### config.mk
export PLATFORM = sky130hd
export DESIGN_NAME = usmim_top
export DESIGN_NICKNAME = d
export VERILOG_FILES = /design/src/verilog/usmim_pkg.sv /design/src/verilog/usmim_top.sv
export SDC_FILE = /design/constraint.sdc
export NUM_CORES = 1
export LEC_CHECK = 0
export BUFFER_PORTS_ARGS = -buffer_cell sky130_fd_sc_hd__buf_4
export CORE_MARGIN = 5
export CORE_UTILIZATION = 45
export CTS_CLUSTER_DIAMETER = 60
export DETAILED_ROUTE_END_ITERATION = 12
export HOLD_SLACK_MARGIN = 0.05
export PLACE_DENSITY = 0.7
export SETUP_SLACK_MARGIN = 0.15
export SLEW_MARGIN = 20
export SYNTH_ARGS = -nofsm -noshare
export SYNTH_HDL_FRONTEND = slang
export SYNTH_SLANG_ARGS = --single-unit
### constraint.sdc
create_clock -name ref_clk_i -period 1.2 [get_ports ref_clk_i]
set_input_delay 0.24 -clock ref_clk_i [delete_from_list [all_inputs] [get_ports ref_clk_i]]
set_output_delay 0.24 -clock ref_clk_i [all_outputs]
set_load 0.02 [all_outputs]
### src/verilog/usmim_pkg.sv
`default_nettype none
package usmim_pkg;
  // ****************************************************
  // Register map
  // ****************************************************
  localparam logic [5:0] OFS_MODE = 6'h04;
  localparam logic [5:0] OFS_IER = 6'h08;
  localparam logic [5:0] OFS_IDR = 6'h0c;
  localparam logic [5:0] OFS_IMR = 6'h10;
  localparam logic [5:0] OFS_CSR = 6'h14;
  localparam logic [31:0] MODE_RST = 32'h0000_0000;
  localparam logic [9:0] MASK_RST = 10'h000;
  // Writable bits of the mode register
  localparam logic [31:0] MODE_WMASK = 32'h0006_fff0;
  // ****************************************************
  // Mode register fields
  // ****************************************************
  localparam int CLKS_LSB = 4;
  localparam int CHARLEN_LSB = 6;
  localparam int SYNC_BIT = 8;
  localparam int PARITY_LSB = 9;
  localparam int STOP_LSB = 12;
  localparam int CHM_LSB = 14;
  localparam int NINE_SEL_BIT = 17;
  localparam int CLK_OUT_BIT = 18;
  localparam int NUM_IRQ = 10;
  // Fixed prescale for the divided clock source
  localparam int MASTER_DIV = 8;
  // ****************************************************
  // Encodings
  // ****************************************************
  localparam logic [1:0] CHM_NORMAL = 2'h0;
  localparam logic [1:0] CHM_ECHO = 2'h1;
  localparam logic [1:0] CHM_LOCAL = 2'h2;
  localparam logic [1:0] CHM_REMOTE = 2'h3;
  localparam logic [1:0] STOP_ONE = 2'h0;
  localparam logic [1:0] STOP_ONEHALF = 2'h1;
  localparam logic [1:0] STOP_TWO = 2'h2;
  // Parity selections
  localparam logic [2:0] PARITY_EVEN = 3'h0;
  localparam logic [2:0] PARITY_ODD = 3'h1;
  localparam logic [2:0] PARITY_SPACE = 3'h2;
  localparam logic [2:0] PARITY_MARK = 3'h3;
  localparam logic [3:0] BITS_FIVE = 4'h5;
  localparam logic [3:0] BITS_NINE = 4'h9;
  // AXI responses
  localparam logic [1:0] RESP_OKAY = 2'h0;
  localparam logic [1:0] RESP_SLVERR = 2'h2;
  typedef enum logic [2:0] {
    WR_IDLE = 3'b001,
    WR_RESP = 3'b010,
    WR_HOLD = 3'b100
  } usmim_wr_t;
endpackage
`default_nettype wire

### src/verilog/usmim_top.sv
// Overview of operation
// - Clock source: master, master/8, external pin
// - Length field picks five to eight bits
// - Sync bit selects async or synchronous
// - Parity field: even, odd, forced, none, multidrop
// - Async stop bits one, one-half, two
// - Normal mode: transmitter drives line
// - Echo mode copies receive data out
// - Local loopback feeds transmitter to receiver
// - Remote loopback ties receive pin out
// - Nine-bit select forces nine data bits
// - Clock pin driven only if enabled, internal
// - Enable write of one sets mask
// - Disable write of one clears mask
// - Ten interrupt sources at fixed bits
// - Interrupt high when flag and mask set
// - Mask view resets zero, shows enables
// - Nine-bit mode disables transfer channels
`timescale 1ns/1ns
`default_nettype none
module usmim_top #(
  parameter int ADDR_W = 6
) (
  // Clock, reset, enable
  input wire logic ref_clk_i,
  input wire logic sys_rst_i,
  input wire logic clk_en_i,
  // AXI4-Lite write address and data
  input wire logic [ADDR_W-1:0] s_axi_awaddr_i,
  input wire logic s_axi_awvalid_i,
  output logic s_axi_awready_o,
  input wire logic [31:0] s_axi_wdata_i,
  input wire logic [3:0] s_axi_wstrb_i,
  input wire logic s_axi_wvalid_i,
  output logic s_axi_wready_o,
  // AXI4-Lite write response
  output logic [1:0] s_axi_bresp_o,
  output logic s_axi_bvalid_o,
  input wire logic s_axi_bready_i,
  // AXI4-Lite read
  input wire logic [ADDR_W-1:0] s_axi_araddr_i,
  input wire logic s_axi_arvalid_i,
  output logic s_axi_arready_o,
  output logic [31:0] s_axi_rdata_o,
  output logic [1:0] s_axi_rresp_o,
  output logic s_axi_rvalid_o,
  input wire logic s_axi_rready_i,
  // Status flags from the transfer engines
  input wire logic [9:0] channel_status_flags_i,
  // Serial engine side
  input wire logic tx_engine_out_i,
  input wire logic baud_tick_i,
  output logic rx_engine_in_o,
  output logic baud_clk_en_o,
  output logic [3:0] data_bits_o,
  output logic sync_mode_o,
  output logic [2:0] parity_type_sel_o,
  output logic multidrop_o,
  output logic [1:0] stop_halves_o,
  output logic engines_bypass_o,
  output logic xfer_chan_off_o,
  // Line pins
  input wire logic rxd_i,
  output logic txd_o,
  input wire logic sck_i,
  output logic sck_o,
  output logic sck_oe_o,
  // Interrupt
  output logic irq_o
);
  // ****************************************************
  // Register storage
  // ****************************************************
  logic [31:0] serial_mode_config_r;
  logic [9:0] irq_mask_view_r;
  logic [2:0] prescale_r;
  logic sck_d_r;
  usmim_pkg::usmim_wr_t wr_state_r;
  logic [ADDR_W-1:0] awaddr_r;
  logic aw_have_r;
  logic [31:0] wdata_r;
  logic [3:0] wstrb_r;
  logic w_have_r;

  // Mode fields
  logic [1:0] clock_source_sel;
  logic [1:0] char_length_sel;
  logic [2:0] parity_type_sel;
  logic [1:0] stop_bit_count_sel;
  logic [1:0] channel_test_mode;
  logic nine_bit_select;
  logic serial_clock_out_en_field;
  assign clock_source_sel = serial_mode_config_r[usmim_pkg::CLKS_LSB+:2];
  assign char_length_sel = serial_mode_config_r[usmim_pkg::CHARLEN_LSB+:2];
  assign parity_type_sel = serial_mode_config_r[usmim_pkg::PARITY_LSB+:3];
  assign stop_bit_count_sel = serial_mode_config_r[usmim_pkg::STOP_LSB+:2];
  assign channel_test_mode = serial_mode_config_r[usmim_pkg::CHM_LSB+:2];
  assign nine_bit_select = serial_mode_config_r[usmim_pkg::NINE_SEL_BIT];
  assign serial_clock_out_en_field =
    serial_mode_config_r[usmim_pkg::CLK_OUT_BIT];

  // Byte-lane merge of a write into an old word
  function automatic logic [31:0] merge(input logic [31:0] old_v,
                                        input logic [31:0] new_v,
                                        input logic [3:0] strb);
    logic [31:0] res;
    res = old_v;
    for (int i = 0; i < 4; i++) begin
      if (strb[i]) begin
        res[8*i+:8] = new_v[8*i+:8];
      end
    end
    return res;
  endfunction

  // Address decode, used by read and write paths
  function automatic logic is_addr(input logic [ADDR_W-1:0] a,
                                   input logic [5:0] ofs);
    return a[5:2] == ofs[5:2];
  endfunction

  // ****************************************************
  // AXI write channel
  // ****************************************************
  logic wr_fire;
  assign wr_fire = (wr_state_r == usmim_pkg::WR_IDLE) && aw_have_r &&
                   w_have_r;

  // Address and data taken in either order, then one response
  always_ff @(posedge ref_clk_i) begin
    if (sys_rst_i) begin
      wr_state_r <= usmim_pkg::WR_IDLE;
      aw_have_r <= 1'b0;
      w_have_r <= 1'b0;
      awaddr_r <= '0;
      wdata_r <= 32'h0000_0000;
      wstrb_r <= 4'h0;
      s_axi_awready_o <= 1'b0;
      s_axi_wready_o <= 1'b0;
      s_axi_bvalid_o <= 1'b0;
      s_axi_bresp_o <= usmim_pkg::RESP_OKAY;
    end else if (clk_en_i) begin
      case (wr_state_r)
        usmim_pkg::WR_IDLE: begin
          s_axi_awready_o <= !aw_have_r &&
                             !(s_axi_awvalid_i && s_axi_awready_o);
          s_axi_wready_o <= !w_have_r &&
                            !(s_axi_wvalid_i && s_axi_wready_o);
          if (s_axi_awvalid_i && s_axi_awready_o) begin
            aw_have_r <= 1'b1;
            awaddr_r <= s_axi_awaddr_i;
          end
          if (s_axi_wvalid_i && s_axi_wready_o) begin
            w_have_r <= 1'b1;
            wdata_r <= s_axi_wdata_i;
            wstrb_r <= s_axi_wstrb_i;
          end
          if (wr_fire) begin
            aw_have_r <= 1'b0;
            w_have_r <= 1'b0;
            s_axi_awready_o <= 1'b0;
            s_axi_wready_o <= 1'b0;
            s_axi_bvalid_o <= 1'b1;
            // Read-only or unmapped targets answer with an error
            if (is_addr(awaddr_r, usmim_pkg::OFS_MODE) ||
                is_addr(awaddr_r, usmim_pkg::OFS_IER) ||
                is_addr(awaddr_r, usmim_pkg::OFS_IDR)) begin
              s_axi_bresp_o <= usmim_pkg::RESP_OKAY;
            end else begin
              s_axi_bresp_o <= usmim_pkg::RESP_SLVERR;
            end
            wr_state_r <= usmim_pkg::WR_RESP;
          end
        end
        usmim_pkg::WR_RESP: begin
          if (s_axi_bready_i) begin
            s_axi_bvalid_o <= 1'b0;
            wr_state_r <= usmim_pkg::WR_HOLD;
          end
        end
        usmim_pkg::WR_HOLD: begin
          // One idle cycle so ready reopens cleanly
          wr_state_r <= usmim_pkg::WR_IDLE;
        end
        default: begin
          wr_state_r <= usmim_pkg::WR_IDLE;
        end
      endcase
    end
  end

  // ****************************************************
  // Mode register and interrupt mask
  // ****************************************************
  always_ff @(posedge ref_clk_i) begin
    if (sys_rst_i) begin
      serial_mode_config_r <= usmim_pkg::MODE_RST;
    end else if (clk_en_i && wr_fire &&
                 is_addr(awaddr_r, usmim_pkg::OFS_MODE)) begin
      serial_mode_config_r <= merge(serial_mode_config_r, wdata_r,
                                    wstrb_r) & usmim_pkg::MODE_WMASK;
    end
  end

  // Mask bits per source; enable and disable only touch ones
  logic [31:0] ier_word;
  logic [31:0] idr_word;
  assign ier_word = merge(32'h0000_0000, wdata_r, wstrb_r);
  assign idr_word = ier_word;
  always_ff @(posedge ref_clk_i) begin
    if (sys_rst_i) begin
      irq_mask_view_r <= usmim_pkg::MASK_RST;
    end else if (clk_en_i && wr_fire) begin
      if (is_addr(awaddr_r, usmim_pkg::OFS_IER)) begin
        irq_mask_view_r <= irq_mask_view_r |
                           ier_word[usmim_pkg::NUM_IRQ-1:0];
      end else if (is_addr(awaddr_r, usmim_pkg::OFS_IDR)) begin
        irq_mask_view_r <= irq_mask_view_r &
                           ~idr_word[usmim_pkg::NUM_IRQ-1:0];
      end
    end
  end

  // ****************************************************
  // AXI read channel
  // ****************************************************
  // Data registered one cycle after the address is taken
  always_ff @(posedge ref_clk_i) begin
    if (sys_rst_i) begin
      s_axi_arready_o <= 1'b0;
      s_axi_rvalid_o <= 1'b0;
      s_axi_rdata_o <= 32'h0000_0000;
      s_axi_rresp_o <= usmim_pkg::RESP_OKAY;
    end else if (clk_en_i) begin
      if (s_axi_rvalid_o) begin
        if (s_axi_rready_i) begin
          s_axi_rvalid_o <= 1'b0;
        end
        s_axi_arready_o <= 1'b0;
      end else if (s_axi_arvalid_i && s_axi_arready_o) begin
        s_axi_arready_o <= 1'b0;
        s_axi_rvalid_o <= 1'b1;
        s_axi_rresp_o <= usmim_pkg::RESP_OKAY;
        if (is_addr(s_axi_araddr_i, usmim_pkg::OFS_MODE)) begin
          s_axi_rdata_o <= serial_mode_config_r;
        end else if (is_addr(s_axi_araddr_i, usmim_pkg::OFS_IMR)) begin
          s_axi_rdata_o <= {22'h00_0000, irq_mask_view_r};
        end else if (is_addr(s_axi_araddr_i, usmim_pkg::OFS_CSR)) begin
          s_axi_rdata_o <= {22'h00_0000, channel_status_flags_i};
        end else begin
          // Write-only and unmapped read as zero with error
          s_axi_rdata_o <= 32'h0000_0000;
          s_axi_rresp_o <= usmim_pkg::RESP_SLVERR;
        end
      end else begin
        s_axi_arready_o <= 1'b1;
      end
    end
  end

  // ****************************************************
  // Interrupt output
  // ****************************************************
  always_ff @(posedge ref_clk_i) begin
    if (sys_rst_i) begin
      irq_o <= 1'b0;
    end else if (clk_en_i) begin
      irq_o <= |(channel_status_flags_i & irq_mask_view_r);
    end
  end

  // ****************************************************
  // Baud generator clock source
  // ****************************************************
  // Prescaler free-runs while clk_en_i is high; mode writes never reset the /8 phase
  always_ff @(posedge ref_clk_i) begin
    if (sys_rst_i) begin
      prescale_r <= 3'h0;
      sck_d_r <= 1'b0;
    end else if (clk_en_i) begin
      prescale_r <= prescale_r + 3'h1;
      sck_d_r <= sck_i;
    end
  end

  always_ff @(posedge ref_clk_i) begin
    if (sys_rst_i) begin
      baud_clk_en_o <= 1'b0;
    end else if (clk_en_i) begin
      if (clock_source_sel[1]) begin
        baud_clk_en_o <= sck_i && !sck_d_r; // external rising edge
      end else if (clock_source_sel[0]) begin
        baud_clk_en_o <=
          prescale_r == 3'(usmim_pkg::MASTER_DIV - 1);
      end else begin
        baud_clk_en_o <= 1'b1;
      end
    end
  end

  // ****************************************************
  // Frame format decode
  // ****************************************************
  always_ff @(posedge ref_clk_i) begin
    if (sys_rst_i) begin
      data_bits_o <= usmim_pkg::BITS_FIVE;
      sync_mode_o <= 1'b0;
      parity_type_sel_o <= usmim_pkg::PARITY_EVEN;
      multidrop_o <= 1'b0;
      stop_halves_o <= 2'h2;
      xfer_chan_off_o <= 1'b0;
    end else if (clk_en_i) begin
      if (nine_bit_select) begin
        data_bits_o <= usmim_pkg::BITS_NINE;
      end else begin
        data_bits_o <= usmim_pkg::BITS_FIVE + {2'b00, char_length_sel};
      end
      sync_mode_o <= serial_mode_config_r[usmim_pkg::SYNC_BIT];
      parity_type_sel_o <= parity_type_sel;
      multidrop_o <= parity_type_sel[2] && parity_type_sel[1];
      // Stop length counted in half bits
      case (stop_bit_count_sel)
        usmim_pkg::STOP_ONEHALF: begin
          // sync reserved code treated as one
          stop_halves_o <= serial_mode_config_r[usmim_pkg::SYNC_BIT] ?
                           2'h2 : 2'h3;
        end
        usmim_pkg::STOP_TWO: begin
          stop_halves_o <= 2'h0; // zero encodes four halves
        end
        default: begin
          stop_halves_o <= 2'h2;
        end
      endcase
      xfer_chan_off_o <= nine_bit_select;
    end
  end

  // ****************************************************
  // Channel test mode routing and clock pin
  // ****************************************************
  always_ff @(posedge ref_clk_i) begin
    if (sys_rst_i) begin
      txd_o <= 1'b1;
      rx_engine_in_o <= 1'b1;
      engines_bypass_o <= 1'b0;
      sck_o <= 1'b0;
      sck_oe_o <= 1'b0;
    end else if (clk_en_i) begin
      case (channel_test_mode)
        usmim_pkg::CHM_ECHO: begin
          txd_o <= rxd_i;
          rx_engine_in_o <= rxd_i;
          engines_bypass_o <= 1'b0;
        end
        usmim_pkg::CHM_LOCAL: begin
          txd_o <= 1'b1;
          rx_engine_in_o <= tx_engine_out_i;
          engines_bypass_o <= 1'b0;
        end
        usmim_pkg::CHM_REMOTE: begin
          txd_o <= rxd_i;
          rx_engine_in_o <= 1'b1;
          engines_bypass_o <= 1'b1;
        end
        default: begin
          txd_o <= tx_engine_out_i;
          rx_engine_in_o <= rxd_i;
          engines_bypass_o <= 1'b0;
        end
      endcase
      sck_oe_o <= serial_clock_out_en_field && !clock_source_sel[1];
      sck_o <= baud_tick_i;
    end
  end
endmodule
`default_nettype wire

# --- Yosys cells after proc, flatten, opt, wreduce, memory -nomap -nowiden ---
# Index checks and enable logic that the tools add are counted.
totals:
  wordCells: 131
  regBits: 121
  inputBits: 70
  output_inout_bits: 60
classes:
  n_addsub: 2
  n_reduce_logical: 39
  mux: 36
  n_eq_ne: 16
  bitwise_logic: 5
ops:
  columns: ["cell", "n"]
  rows:
  - ["$mux W10", 4]
  - ["$reduce_and A3 Y1", 7]
  - ["$and A10 B10 Y10", 2]
  - ["$mux W19", 1]
  - ["$mux W1", 17]
  - ["$logic_and A1 B1 Y1", 12]
  - ["$mux W2", 5]
  - ["$not A10 Y10", 1]
  - ["$or A10 B10 Y10", 1]
  - ["$reduce_and A2 Y1", 5]
  - ["$reduce_or A10 Y1", 1]
  - ["$eq A4 B1 Y1 const B", 2]
  - ["$eq A4 B2 Y1 const B", 2]
  - ["$eq A4 B3 Y1 const B", 2]
  - ["$mux W8", 1]
  - ["$reduce_bool A2 Y1", 4]
  - ["$eq A2 B2 Y1 const B", 3]
  - ["$logic_not A1 Y1", 6]
  - ["$mux W3", 2]
  - ["$pmux W1 S2", 3]
  - ["$pmux W3 S2", 1]
  - ["$add A3 B2 Y4 const A", 1]
  - ["$eq A2 B1 Y1 const B", 2]
  - ["$mux W4", 1]
  - ["10 further kinds", 12]

# --- Longest topological paths before layout ---
# Gate-level depths: netlist of the first run.
depth:
  depth_word: 6
  depth_mapped: 5
  ltp_nobuf: 5

# --- Worst setup path after synthesis of the first run ---
# OpenSTA, ideal clock, no wires.
synth_path:
  path_type: "register -> register"
  startpoint: "reg prescale_r[0]"
  endpoint: "reg baud_clk_en_o"
  path_buffers: 0
  arrival_time_ns: 1.237
  required_time_ns: 1.068
  synth_period_minus_slack_ns: 1.369
  setup_ns: 0.132
  slack_ns: -0.169
  path_stages_with_launch: 6
  cell_sequence: "dfxtp_1 > ha_1 > ha_1 > or3b_2 > o211ai_1 > a21oi_1"
synth_via:
  elab_chain_len: 3
synth_rtl:
  columns: ["element", "line_no", "text"]
  rows:
  - ["from (decl)", "usmim_top.sv:76", "logic [2:0] prescale_r;"]
  - ["from (signal assigned)", "usmim_top.sv:281", "prescale_r <= prescale_r + 3'h1;"]
  - ["$eq A3 B3 Y1", "usmim_top.sv:294", "prescale_r == 3'(usmim_pkg::MASTER_DIV - 1);"]
  - ["$mux W1", "usmim_top.sv:292", "end else if (clock_source_sel[0]) begin"]
  - ["$mux W1", "usmim_top.sv:290", "if (clock_source_sel[1]) begin"]
  - ["to (signal assigned)", "usmim_top.sv:291", "baud_clk_en_o <= sck_i && !sck_d_r;"]
  - ["to (signal assigned)", "usmim_top.sv:293", "baud_clk_en_o <="]
  - ["to (decl)", "usmim_top.sv:54", "output logic baud_clk_en_o,"]
# No other way between the ends.
# A chain may end at the register's enable or synchronous reset.

# --- Final worst setup path of the first run ---
layout_path:
  startpoint: "reg s_axi_rvalid_o"
  endpoint: "reg s_axi_rdata_o[9]"
layout_via:
  elab_chain_len: 2
layout_rtl:
  columns: ["element", "line_no", "text"]
  rows:
  - ["from (decl)", "usmim_top.sv:46", "output logic s_axi_rvalid_o,"]
  - ["from (signal assigned)", "usmim_top.sv:231", "s_axi_rvalid_o <= 1'b0;"]
  - ["from (signal assigned)", "usmim_top.sv:237", "s_axi_rvalid_o <= 1'b0;"]
  - ["from (signal assigned)", "usmim_top.sv:242", "s_axi_rvalid_o <= 1'b1;"]
  - ["$not A1 Y1 (no line)", null, null]
  - ["$reduce_and A3 Y1 (no line)", null, null]
  - ["to (signal assigned)", "usmim_top.sv:245", "s_axi_rdata_o <= serial_mode_config_r;"]
  - ["to (signal assigned)", "usmim_top.sv:247", "s_axi_rdata_o <= {22'h00_0000, irq_mask_view_r};"]
  - ["to (signal assigned)", "usmim_top.sv:249", "s_axi_rdata_o <= {22'h00_0000, channel_status_flags_i};"]
  - ["to (decl)", "usmim_top.sv:44", "output logic [31:0] s_axi_rdata_o,"]
# No other way between the ends.

==> parameters.txt, run 1 <==
Parameter                              Value

Detailed routing
  Number of nets still failing antenna checks after routing ... 0
  Number of vias per cell after detailed routing ... 5.57
  Final routed DRC violation total ... 0
  TritonRoute pass-1 iters ... 5
  Total number of vias ... 4529
  Final Routed Wirelength ... 15.4 mm
  Violation count after the first detailed-routing iteration ... 235
  Routed length per placed instance ... 19.0 um

Synth
  Fraction of the mapped netlist area in compound gates ... about 18%
  Parity-gate share of the synthesized area counting xor and xnor cells ... less than 1%
  Number of distinct standard cells referenced by the synthesized netlist ... between 40 and 50
  Share of cell area taken by muxes after synthesis ... 6.55%
  Share of the synthesized area in the top cell type ... between 40% and 50%
  Total of flip-flops plus latches after synthesis ... 102
  Largest family of logic cells by synthesized area ... simple AND/OR/NAND/NOR gates
  Number of enable flip-flop cells after synthesis ... 0
  Share of synthesized registers carrying an async set or reset ... 0%
  Mean Syn Cell Area ... ~8.7 um^2
  Cell types with the largest area share after synthesis ... sky130_fd_sc_hd__dfxtp_1, sky130_fd_sc_hd__a21oi_1, sky130_fd_sc_hd__nand3_1, sky130_fd_sc_hd__mux2i_1, sky130_fd_sc_hd__o21ai_0
  Most frequent cell after synthesis ... sky130_fd_sc_hd__dfxtp_1
  Netlist area before placement ... between 4000 and 5000 um^2
  Most common library cells after synthesis ... sky130_fd_sc_hd__dfxtp_1, sky130_fd_sc_hd__a21oi_1, sky130_fd_sc_hd__nand3_1, sky130_fd_sc_hd__o21ai_0
  Fraction of the mapped netlist area in adder cells ... less than 1%
  Most used flip-flop cell after synthesis ... sky130_fd_sc_hd__dfxtp_1
  Post-Synthesis Cells ... about 510
  Simple-gate share of the synthesized area ... roughly 21%
  Proportion of synthesized chip area in sequential cells ... 45.7%
  Yosys top cell by area ... sky130_fd_sc_hd__dfxtp_1
  Syn. warnings ... 0

Floorplan
  Number of top-level pins ... 130
  Die ar. ... 12000 um^2
  DIE WIDTH ... 110 um
  Number of cell rows ... 36
  Vertical die dimension ... around 110 um
  Core Area ... between 9000 and 10000 um^2
  Initial core utilization ... 46.0%

Outcome
  Violations in the final reports ... negative setup slack
  Run status ... complete, but fails checks

Critical path
  Arrival time at the worst endpoint ... 1.66 ns
  Critical path cell sequence ... nand4b_1 > buf_6 > a221oi_4 > nor3_2
  Highest cell delay on the worst timing path ... 0.36 ns
  Kind of end point of the critical path ... register
  Crit Path Max Fanout ... 7
  CP startpoint ... s_axi_rvalid_o$_SDFFE_PP0P_
  Required time reported for the critical path endpoint ... roughly 1.5 ns
  Reg-to-reg critical path startpoint ... s_axi_rvalid_o$_SDFFE_PP0P_
  Type of the setup path with the least slack ... register to register
  Startpoint Class ... register
  Critical Path Slowest Stage Cell ... sky130_fd_sc_hd__dfxtp_4

Finish
  Utilization of the core after routing ... approximately 76%
  Multi-input gate area ... around 2900 um^2
  Post-layout net count ... about 750
  Reg area ... 2130 um^2
  Number of fill cells in the layout ... roughly 610
  Final Instance Area ... 7400 um^2
  Ratio of cells with drive above 1 in the final layout ... 58.4%
  # diodes ... 0
  Area added between synthesis and finish ... 65.4%

Clock network
  Clock sink count ... 102
  TritonCTS clock tree ... done
  Total number of H-tree levels ... 3
  Clock transition time at the flip-flop clock pins of the worst setup and hold paths ... 0.10 ns
  Clk_lat worst skew ... 0.37 ns
  Root Buffer ... sky130_fd_sc_hd__clkbuf_8
  Total CTS buffers ... 9
  CTS Buffer Depth ... 2

Placed design
  Routability cong. ... 0.792
  Count of input and output buffers ... 94
  Total half-perimeter wirelength after legalization and detailed placement ... ~9 mm
  Placement-stage cell area ... a little under 6000 um^2

Timing
  Crit share post-route ... 117%
  Clock skew after layout ... 0.0113 ns
  Highest achievable clock rate ... 715 MHz
  Final hold violations ... 0
  Number of setup violations in the final report ... 78
  RSZ-0062 raised after global routing ... yes
  Slew Viols, Final ... 0
  Final min period ... 1.40 ns
  Final worst-path setup slack ... -0.199 ns

Global route
  Gr ovfl total ... 0
  Combined global-route utilization of all metal layers ... 22.1%
  Pin count of the biggest net entering global routing ... 28
  Global-route wire length before repair ... 21.0 mm
  Vias in the first global route ... 4224
  Antenna violations before repair ... 0

Power
  Final Power ... 6.89 mW
  Worst IR Drop VDD ... 598 uV
  Switching power ... approximately 1.8 mW
  Clock network power share ... 33.4%
  Internal power ... around 5.1 mW
  Switching share of total power ... 26.3%
  Power density normalized to cell area ... about 930 nW/um^2
  Sequential group share of total power ... 51.0%
  Combinational Power Share ... 15.6%
  Leak Pwr ... 2.83 nW

Hold path
  HP Start ... s_axi_wdata_i[7]
  Path category of the worst min-delay check ... input pin to register

Run
  Max_cap viols ... 0
-- kinds of logic after synthesis --
kind of cell	Yosys count
flip-flops	102
AND/OR/NAND/NOR	176
multiplexers	28
XOR/XNOR	1
adder cells (fa/ha/maj)	3
AO/OA/AOI/OAI	136
other	1
buffers and inverters	67
-- worst paths after layout --
check,cells after the start,to,slack [ns]
max,4,s_axi_rdata_o[9]$_SDFFE_PP0P_,-0.20
min,3,wdata_r[7]$_SDFFE_PP0P_,0.12
max reg2reg,4,s_axi_rdata_o[9]$_SDFFE_PP0P_,-0.20
min reg2reg,2,wdata_r[1]$_SDFFE_PP0P_,0.48
-- cell usage in the layout, fill, tap and decap left out, types with 5 or more instances in the layout --
master                     count
sky130_fd_sc_hd__a221oi_4      6
sky130_fd_sc_hd__o21ai_2       9
sky130_fd_sc_hd__nand3b_1      5
sky130_fd_sc_hd__nand2b_1     11
sky130_fd_sc_hd__o21ai_1      12
sky130_fd_sc_hd__a21oi_1      44
sky130_fd_sc_hd__nand3_4       8
sky130_fd_sc_hd__nand4_1      17
sky130_fd_sc_hd__nand2_1      19
sky130_fd_sc_hd__dfxtp_2      49
sky130_fd_sc_hd__buf_6        53
sky130_fd_sc_hd__a21oi_2      26
sky130_fd_sc_hd__dfxtp_4       6
sky130_fd_sc_hd__mux2i_1      18
sky130_fd_sc_hd__o21ai_0       7
sky130_fd_sc_hd__dfxtp_1      47
sky130_fd_sc_hd__conb_1       16
sky130_fd_sc_hd__nor3_2        8
sky130_fd_sc_hd__nand3_1      31
sky130_fd_sc_hd__nand3_2      10
sky130_fd_sc_hd__nor2_1       19
sky130_fd_sc_hd__mux2_2        6
sky130_fd_sc_hd__o31ai_2      11
sky130_fd_sc_hd__clkbuf_8     13
sky130_fd_sc_hd__buf_12       12
sky130_fd_sc_hd__buf_4       125
-- power groups by stage --
stage / Sequential (mW) / Clock, mW / Combinational, mW
2_1_floorplan: 3.61 / 0 / 0.473
4_1_cts: 3.51 / 2.29 / 0.906
5_1_grt: 3.52 / 2.46 / 1.14
6_report: 3.51 / 2.30 / 1.08
3_3_place_gp: 3.57 / 0 / 0.765
3_5_place_dp: 3.58 / 0 / 0.779
-- per-stage QoR --
step | setup slack [ns] | cells | hold WS, ns | TNS (ns)
2_1_floorplan | -0.0502 | 529 | 0.384 | -0.264
3_3_place_gp | -0.138 | 749 | 0.439 | -5.30
6_report | -0.199 | 813 | 0.122 | -7.96
4_1_cts | -0.142 | 796 | 0.107 | -5.91
5_1_grt | -0.233 | 813 | 0.116 | -11.87
3_5_place_dp | -0.186 | 749 | 0.446 | -7.18
-- sequential cells by signal (all words and copies together), names as in the netlist, 3 cells and up, named ones only --
signal                flops
wr_state_r                3
parity_type_sel_o         3
data_bits_o               4
wstrb_r                   3
awaddr_r                  4
wdata_r                  18
prescale_r                3
serial_mode_config_r     14
s_axi_rdata_o            18
-- repair_timing --
action / in CTS / in global routing
pin swaps: 33 / 29
gates cloned: 4 / 3
gates resized for setup: 136 / 103
hold buffers: 0 / 0
buffers inserted: 27 / 14
endpoints found under the setup margin: 123 / 128
-- routing by layer --
layer  routed length (um)  global-route usage [%]
met5                    0                       0
met1                 6450                    29.8
met4                  599                    7.93
met2                 7430                    35.7
met3                  934                    3.93
-- cell type report --
class	count	area share, %
repair buffers	198	26.3
clock inverters	1	0.101
flip-flops and latches	102	28.7
multi-input cells	360	39.6
well taps	133	2.25
clock buffers	15	2.81
inverters	4	0.203
-- critical path, delay by kind of cell (launching register included) --
family | cells | cell delay [ns]
and+or+nand+nor | 2 | 0.42
buffers and inverters | 1 | 0.27
DFF | 1 | 0.36
AOI/OAI and AO/OA | 1 | 0.24
Power figures use the tool's default switching activity.
==> run 2, diff against run 1 <==
Settings changed: ABC_AREA set to 1, PLACE_DENSITY 0.7 to 0.69.
==> parameters.txt, run 2 <==
Parameter                              Value

Global route
  Global-route wire length before repair ... 21.1 mm (+0.75%)
  Pin count of the biggest net entering global routing ... 28 (unchanged)
  Combined global-route utilization of all metal layers ... 20.3% (-1.8 points)
  Antenna violations before repair ... 0 (unchanged)
  Vias in the first global route ... 4483 (+6.1%)
  Gr ovfl total ... 0 (unchanged)

Critical path
  FF-to-FF path depth ... 7 (+3)
  Crit Path Max Fanout ... 4 (-3)
  Type of the setup path with the least slack ... register to register
  Required time reported for the critical path endpoint ... 1.49 ns (+0.03 ns)
  Gate family responsible for the most delay along the worst path ... buffers and inverters
  Critical Path Slowest Stage Cell ... sky130_fd_sc_hd__dfxtp_4
  Arrival time at the worst endpoint ... 1.62 ns (-0.04 ns)
  Kind of end point of the critical path ... register
  Critical path cell sequence ... nand2_4 > nor3_4 > buf_6 > buf_16 > buf_8 > nand3_2 > a21oi_2
  CP startpoint ... s_axi_arready_o$_SDFFE_PP0P_
  Highest cell delay on the worst timing path ... 0.37 ns (about the same)
  Slack of the worst reg-to-reg path ... -0.13 ns (+0.07 ns)
  Reg-to-reg critical path startpoint ... s_axi_arready_o$_SDFFE_PP0P_
  Endpoint of the worst register-to-register path ... s_axi_rdata_o[12]$_SDFFE_PP0P_
  Startpoint Class ... register
  Sum of buffers and inverters on the critical path ... 3 (+2)

Finish
  Multi-input gate area ... 2340 um^2 (-20%)
  Largest registers in the final layout ... s_axi_rdata_o (18), wdata_r (18), serial_mode_config_r (14)
  Ratio of cells with drive above 1 in the final layout ... 38.1% (-20 points)
  Number of fill cells in the layout ... 820 (+35%)
  Highest-count cells in the layout ignoring fill and taps ... sky130_fd_sc_hd__nand2_1, sky130_fd_sc_hd__nor2_1, sky130_fd_sc_hd__buf_4
  Final Instance Area ... 6920 um^2 (-6.4%)
  Area added between synthesis and finish ... 50.5%
  Reg area ... 2120 um^2 (-0.47%)
  Leading cell type in the layout, fill and taps excluded ... sky130_fd_sc_hd__nand2_1
  Post-layout net count ... 893 (+19%)
  # diodes ... 0 (unchanged)
  Final non-filler cell total ... 961 (+18%)

Power
  Internal power ... 5.20 mW (+2.5%)
  Switching share of total power ... 25.9% (-0.38 points)
  Combinational Power Share ... 15.9% (+0.3 points)
  Clock network power share ... 32.7% (-0.7 points)
  Final Power ... 7.02 mW (+2.0%)
  Worst IR Drop VDD ... 714 uV (+19%)
  Power density normalized to cell area ... 1010 nW/um^2 (+9.0%)
  Leak Pwr ... 3.11 nW (+9.9%)
  Switching power ... 1.82 mW (+0.51%)
  Sequential group share of total power ... 51.4% (+0.4 points)

Synth
  Most frequent cell after synthesis ... sky130_fd_sc_hd__nand2_1
  Number of enable flip-flop cells after synthesis ... 0 (unchanged)
  Mean Syn Cell Area ... 6.90 um^2 (-21%)
  Proportion of synthesized chip area in sequential cells ... 44.4% (-1.3 points)
  Cell types with the largest area share after synthesis ... sky130_fd_sc_hd__dfxtp_1, sky130_fd_sc_hd__nand2_1, sky130_fd_sc_hd__nor2_1, sky130_fd_sc_hd__inv_1, sky130_fd_sc_hd__o21ai_0
  Most used flip-flop cell after synthesis ... sky130_fd_sc_hd__dfxtp_1
  Share of the synthesized area in the top cell type ... 44.4% (-1.3 points)
  Post-Synthesis Cells ... 667 (+30%)
  Total of flip-flops plus latches after synthesis ... 102 (unchanged)
  Share of synthesized registers carrying an async set or reset ... 0% (unchanged)
  Number of distinct standard cells referenced by the synthesized netlist ... 29 (-41%)
  Netlist area before placement ... 4600 um^2 (+2.8%)
  Yosys top cell by area ... sky130_fd_sc_hd__dfxtp_1
  Syn. warnings ... 0 (unchanged)
  Most common library cells after synthesis ... sky130_fd_sc_hd__nand2_1, sky130_fd_sc_hd__nor2_1, sky130_fd_sc_hd__dfxtp_1, sky130_fd_sc_hd__inv_1, sky130_fd_sc_hd__o21ai_0

Outcome
  Run status ... complete, but fails checks
  Violations in the final reports ... negative setup slack

Floorplan
  Number of cell rows ... 37 (+2.8%)
  DIE WIDTH ... 111 um (+1.3%)
  Die ar. ... 12300 um^2 (+2.6%)
  Initial core utilization ... 45.4% (-0.61 points)
  Core Area ... 10100 um^2 (+4.2%)
  Number of top-level pins ... 130 (unchanged)
  Vertical die dimension ... 111 um (+1.3%)

Timing
  Number of setup violations in the final report ... 59 (-24%)
  RSZ-0062 raised after global routing ... yes
  Final min period ... 1.33 ns (-0.0686 ns)
  Slew Viols, Final ... 0 (unchanged)
  Clock skew after layout ... 0.0125 ns (+0.00122 ns)
  Crit share post-route ... 111% (-5.7 points)
  Final hold violations ... 0 (unchanged)
  Worst slew pin tran ... 0.502 ns
  Final worst-path setup slack ... -0.130 ns (+0.0686 ns)
  Worst slew margin relative to its limit ... between 60% and 70%
  Highest achievable clock rate ... 752 MHz (+5.2%)

Placed design
  Place WS ... -0.121 ns (+0.0642 ns)
  Placed insts ... 905 (+21%)
  Total half-perimeter wirelength after legalization and detailed placement ... 8.75 mm (-1.2%)
  Count of input and output buffers ... 94 (unchanged)
  Routability cong. ... 0.832 (+5.1%)
  Placement-stage cell area ... 5730 um^2 (-1.6%)

Clock network
  TritonCTS clock tree ... done
  Total CTS buffers ... 9 (unchanged)
  CTS Buffer Depth ... 2 (unchanged)
  Clock transition time at the flip-flop clock pins of the worst setup and hold paths ... 0.10 ns (about the same)
  Total number of H-tree levels ... 3 (unchanged)
  Root Buffer ... sky130_fd_sc_hd__clkbuf_8
  Clk_lat worst skew ... 0.35 ns (-0.02 ns)
  Clock sink count ... 102 (unchanged)
  # hold bufs at CTS ... 0 (unchanged)

Detailed routing
  Number of vias per cell after detailed routing ... 4.92 (-12%)
  Final Routed Wirelength ... 13.5 mm (-13%)
  Number of nets still failing antenna checks after routing ... 0 (unchanged)
  Routed length per placed instance ... 14.0 um (-26%)
  TritonRoute pass-1 iters ... 5 (unchanged)
  Violation count after the first detailed-routing iteration ... 263 (+12%)
  Total number of vias ... 4730 (+4.4%)
  Final routed DRC violation total ... 0 (unchanged)

Hold path
  Endpoint with the worst hold slack ... awaddr_r[5]$_SDFFE_PP0P_
  Worst Hold Depth ... 3 (unchanged)
  Path category of the worst min-delay check ... input pin to register
  HP Start ... s_axi_awaddr_i[5]

Run
  Max_cap viols ... 0 (unchanged)
run 2: cells by family (layout without fill, tap and decap cells):
group	after synthesis	count (layout)	share of synthesized area (%)
compound gates	104	104	11.7
xor+xnor	1	1	0.190
fa+ha+maj	3	3	0.816
buf+inv	146	288	13.7
flops	102	102	44.4
other cells	1	16	0.0815
simple gates	310	311	29.1
run 2: worst max-delay path by stage:
stage / end / cells past startpoint
5_1_grt: s_axi_rdata_o[12]$_SDFFE_PP0P_ / 7
6_report: s_axi_rdata_o[12]$_SDFFE_PP0P_ / 7
3_3_place_gp: register / 7
2_1_floorplan: register / 8
4_1_cts: serial_mode_config_r[10]$_SDFFE_PP0P_ / 7
3_5_place_dp: register / 7
run 2: area by class of cell:
type	instances	area share (%)
Inverter	96	5.21
Tap cell	136	2.46
Multi-Input combinational cell	435	33.8
Clock buffer	12	1.95
Timing Repair Buffer	176	25.0
Sequential cell	102	30.6
Clock inverter	4	1.05
run 2: through the flow:
stage	TNS, ns	utilization [%]	hold slack [ns]
final	-3.16	68.3	0.0931
after global routing	-9.49	68.3	0.0957
after CTS	-1.75	64.3	0.0950
after detailed placement	-2.76	56.5	0.449
after global placement	-1.72	56.5	0.441
after floorplan	-0.00800	-	0.375
run 2: repair_timing:
action                                  4_1_cts  5_1_grt
buffers inserted                             18       18
gates resized for setup                     137       60
cloned                                        3        1
pin swaps                                    24       30
endpoints found under the setup margin      117      126
run 2: power groups by stage:
| stage | registers (mW) | clock network (mW) | logic, mW |
|---|---|---|---|
| final | 3.61 | 2.30 | 1.12 |
| after global routing | 3.62 | 2.48 | 1.22 |
| after CTS | 3.61 | 2.34 | 1.05 |
| after detailed placement | 3.67 | 0 | 0.910 |
| after global placement | 3.66 | 0 | 0.885 |
| after floorplan | 3.70 | 0 | 0.498 |
run 2: per-layer routing:
| metal | GRT usage (%) | vias up | wire length [um] |
|---|---|---|---|
| li1 | - | 2392 | - |
| met1 | 26.3 | 2151 | 5650 |
| met2 | 35.2 | 165 | 6770 |
| met3 | 3.22 | 22 | 821 |
| met4 | 5.76 | 0 | 232 |
| met5 | 0 | - | 0 |
run 2: tightest hold or removal path, cell delays in order:
cell                     delay, ns
sky130_fd_sc_hd__buf_4        0.08
sky130_fd_sc_hd__nor2_1       0.03
sky130_fd_sc_hd__nor2_1       0.06
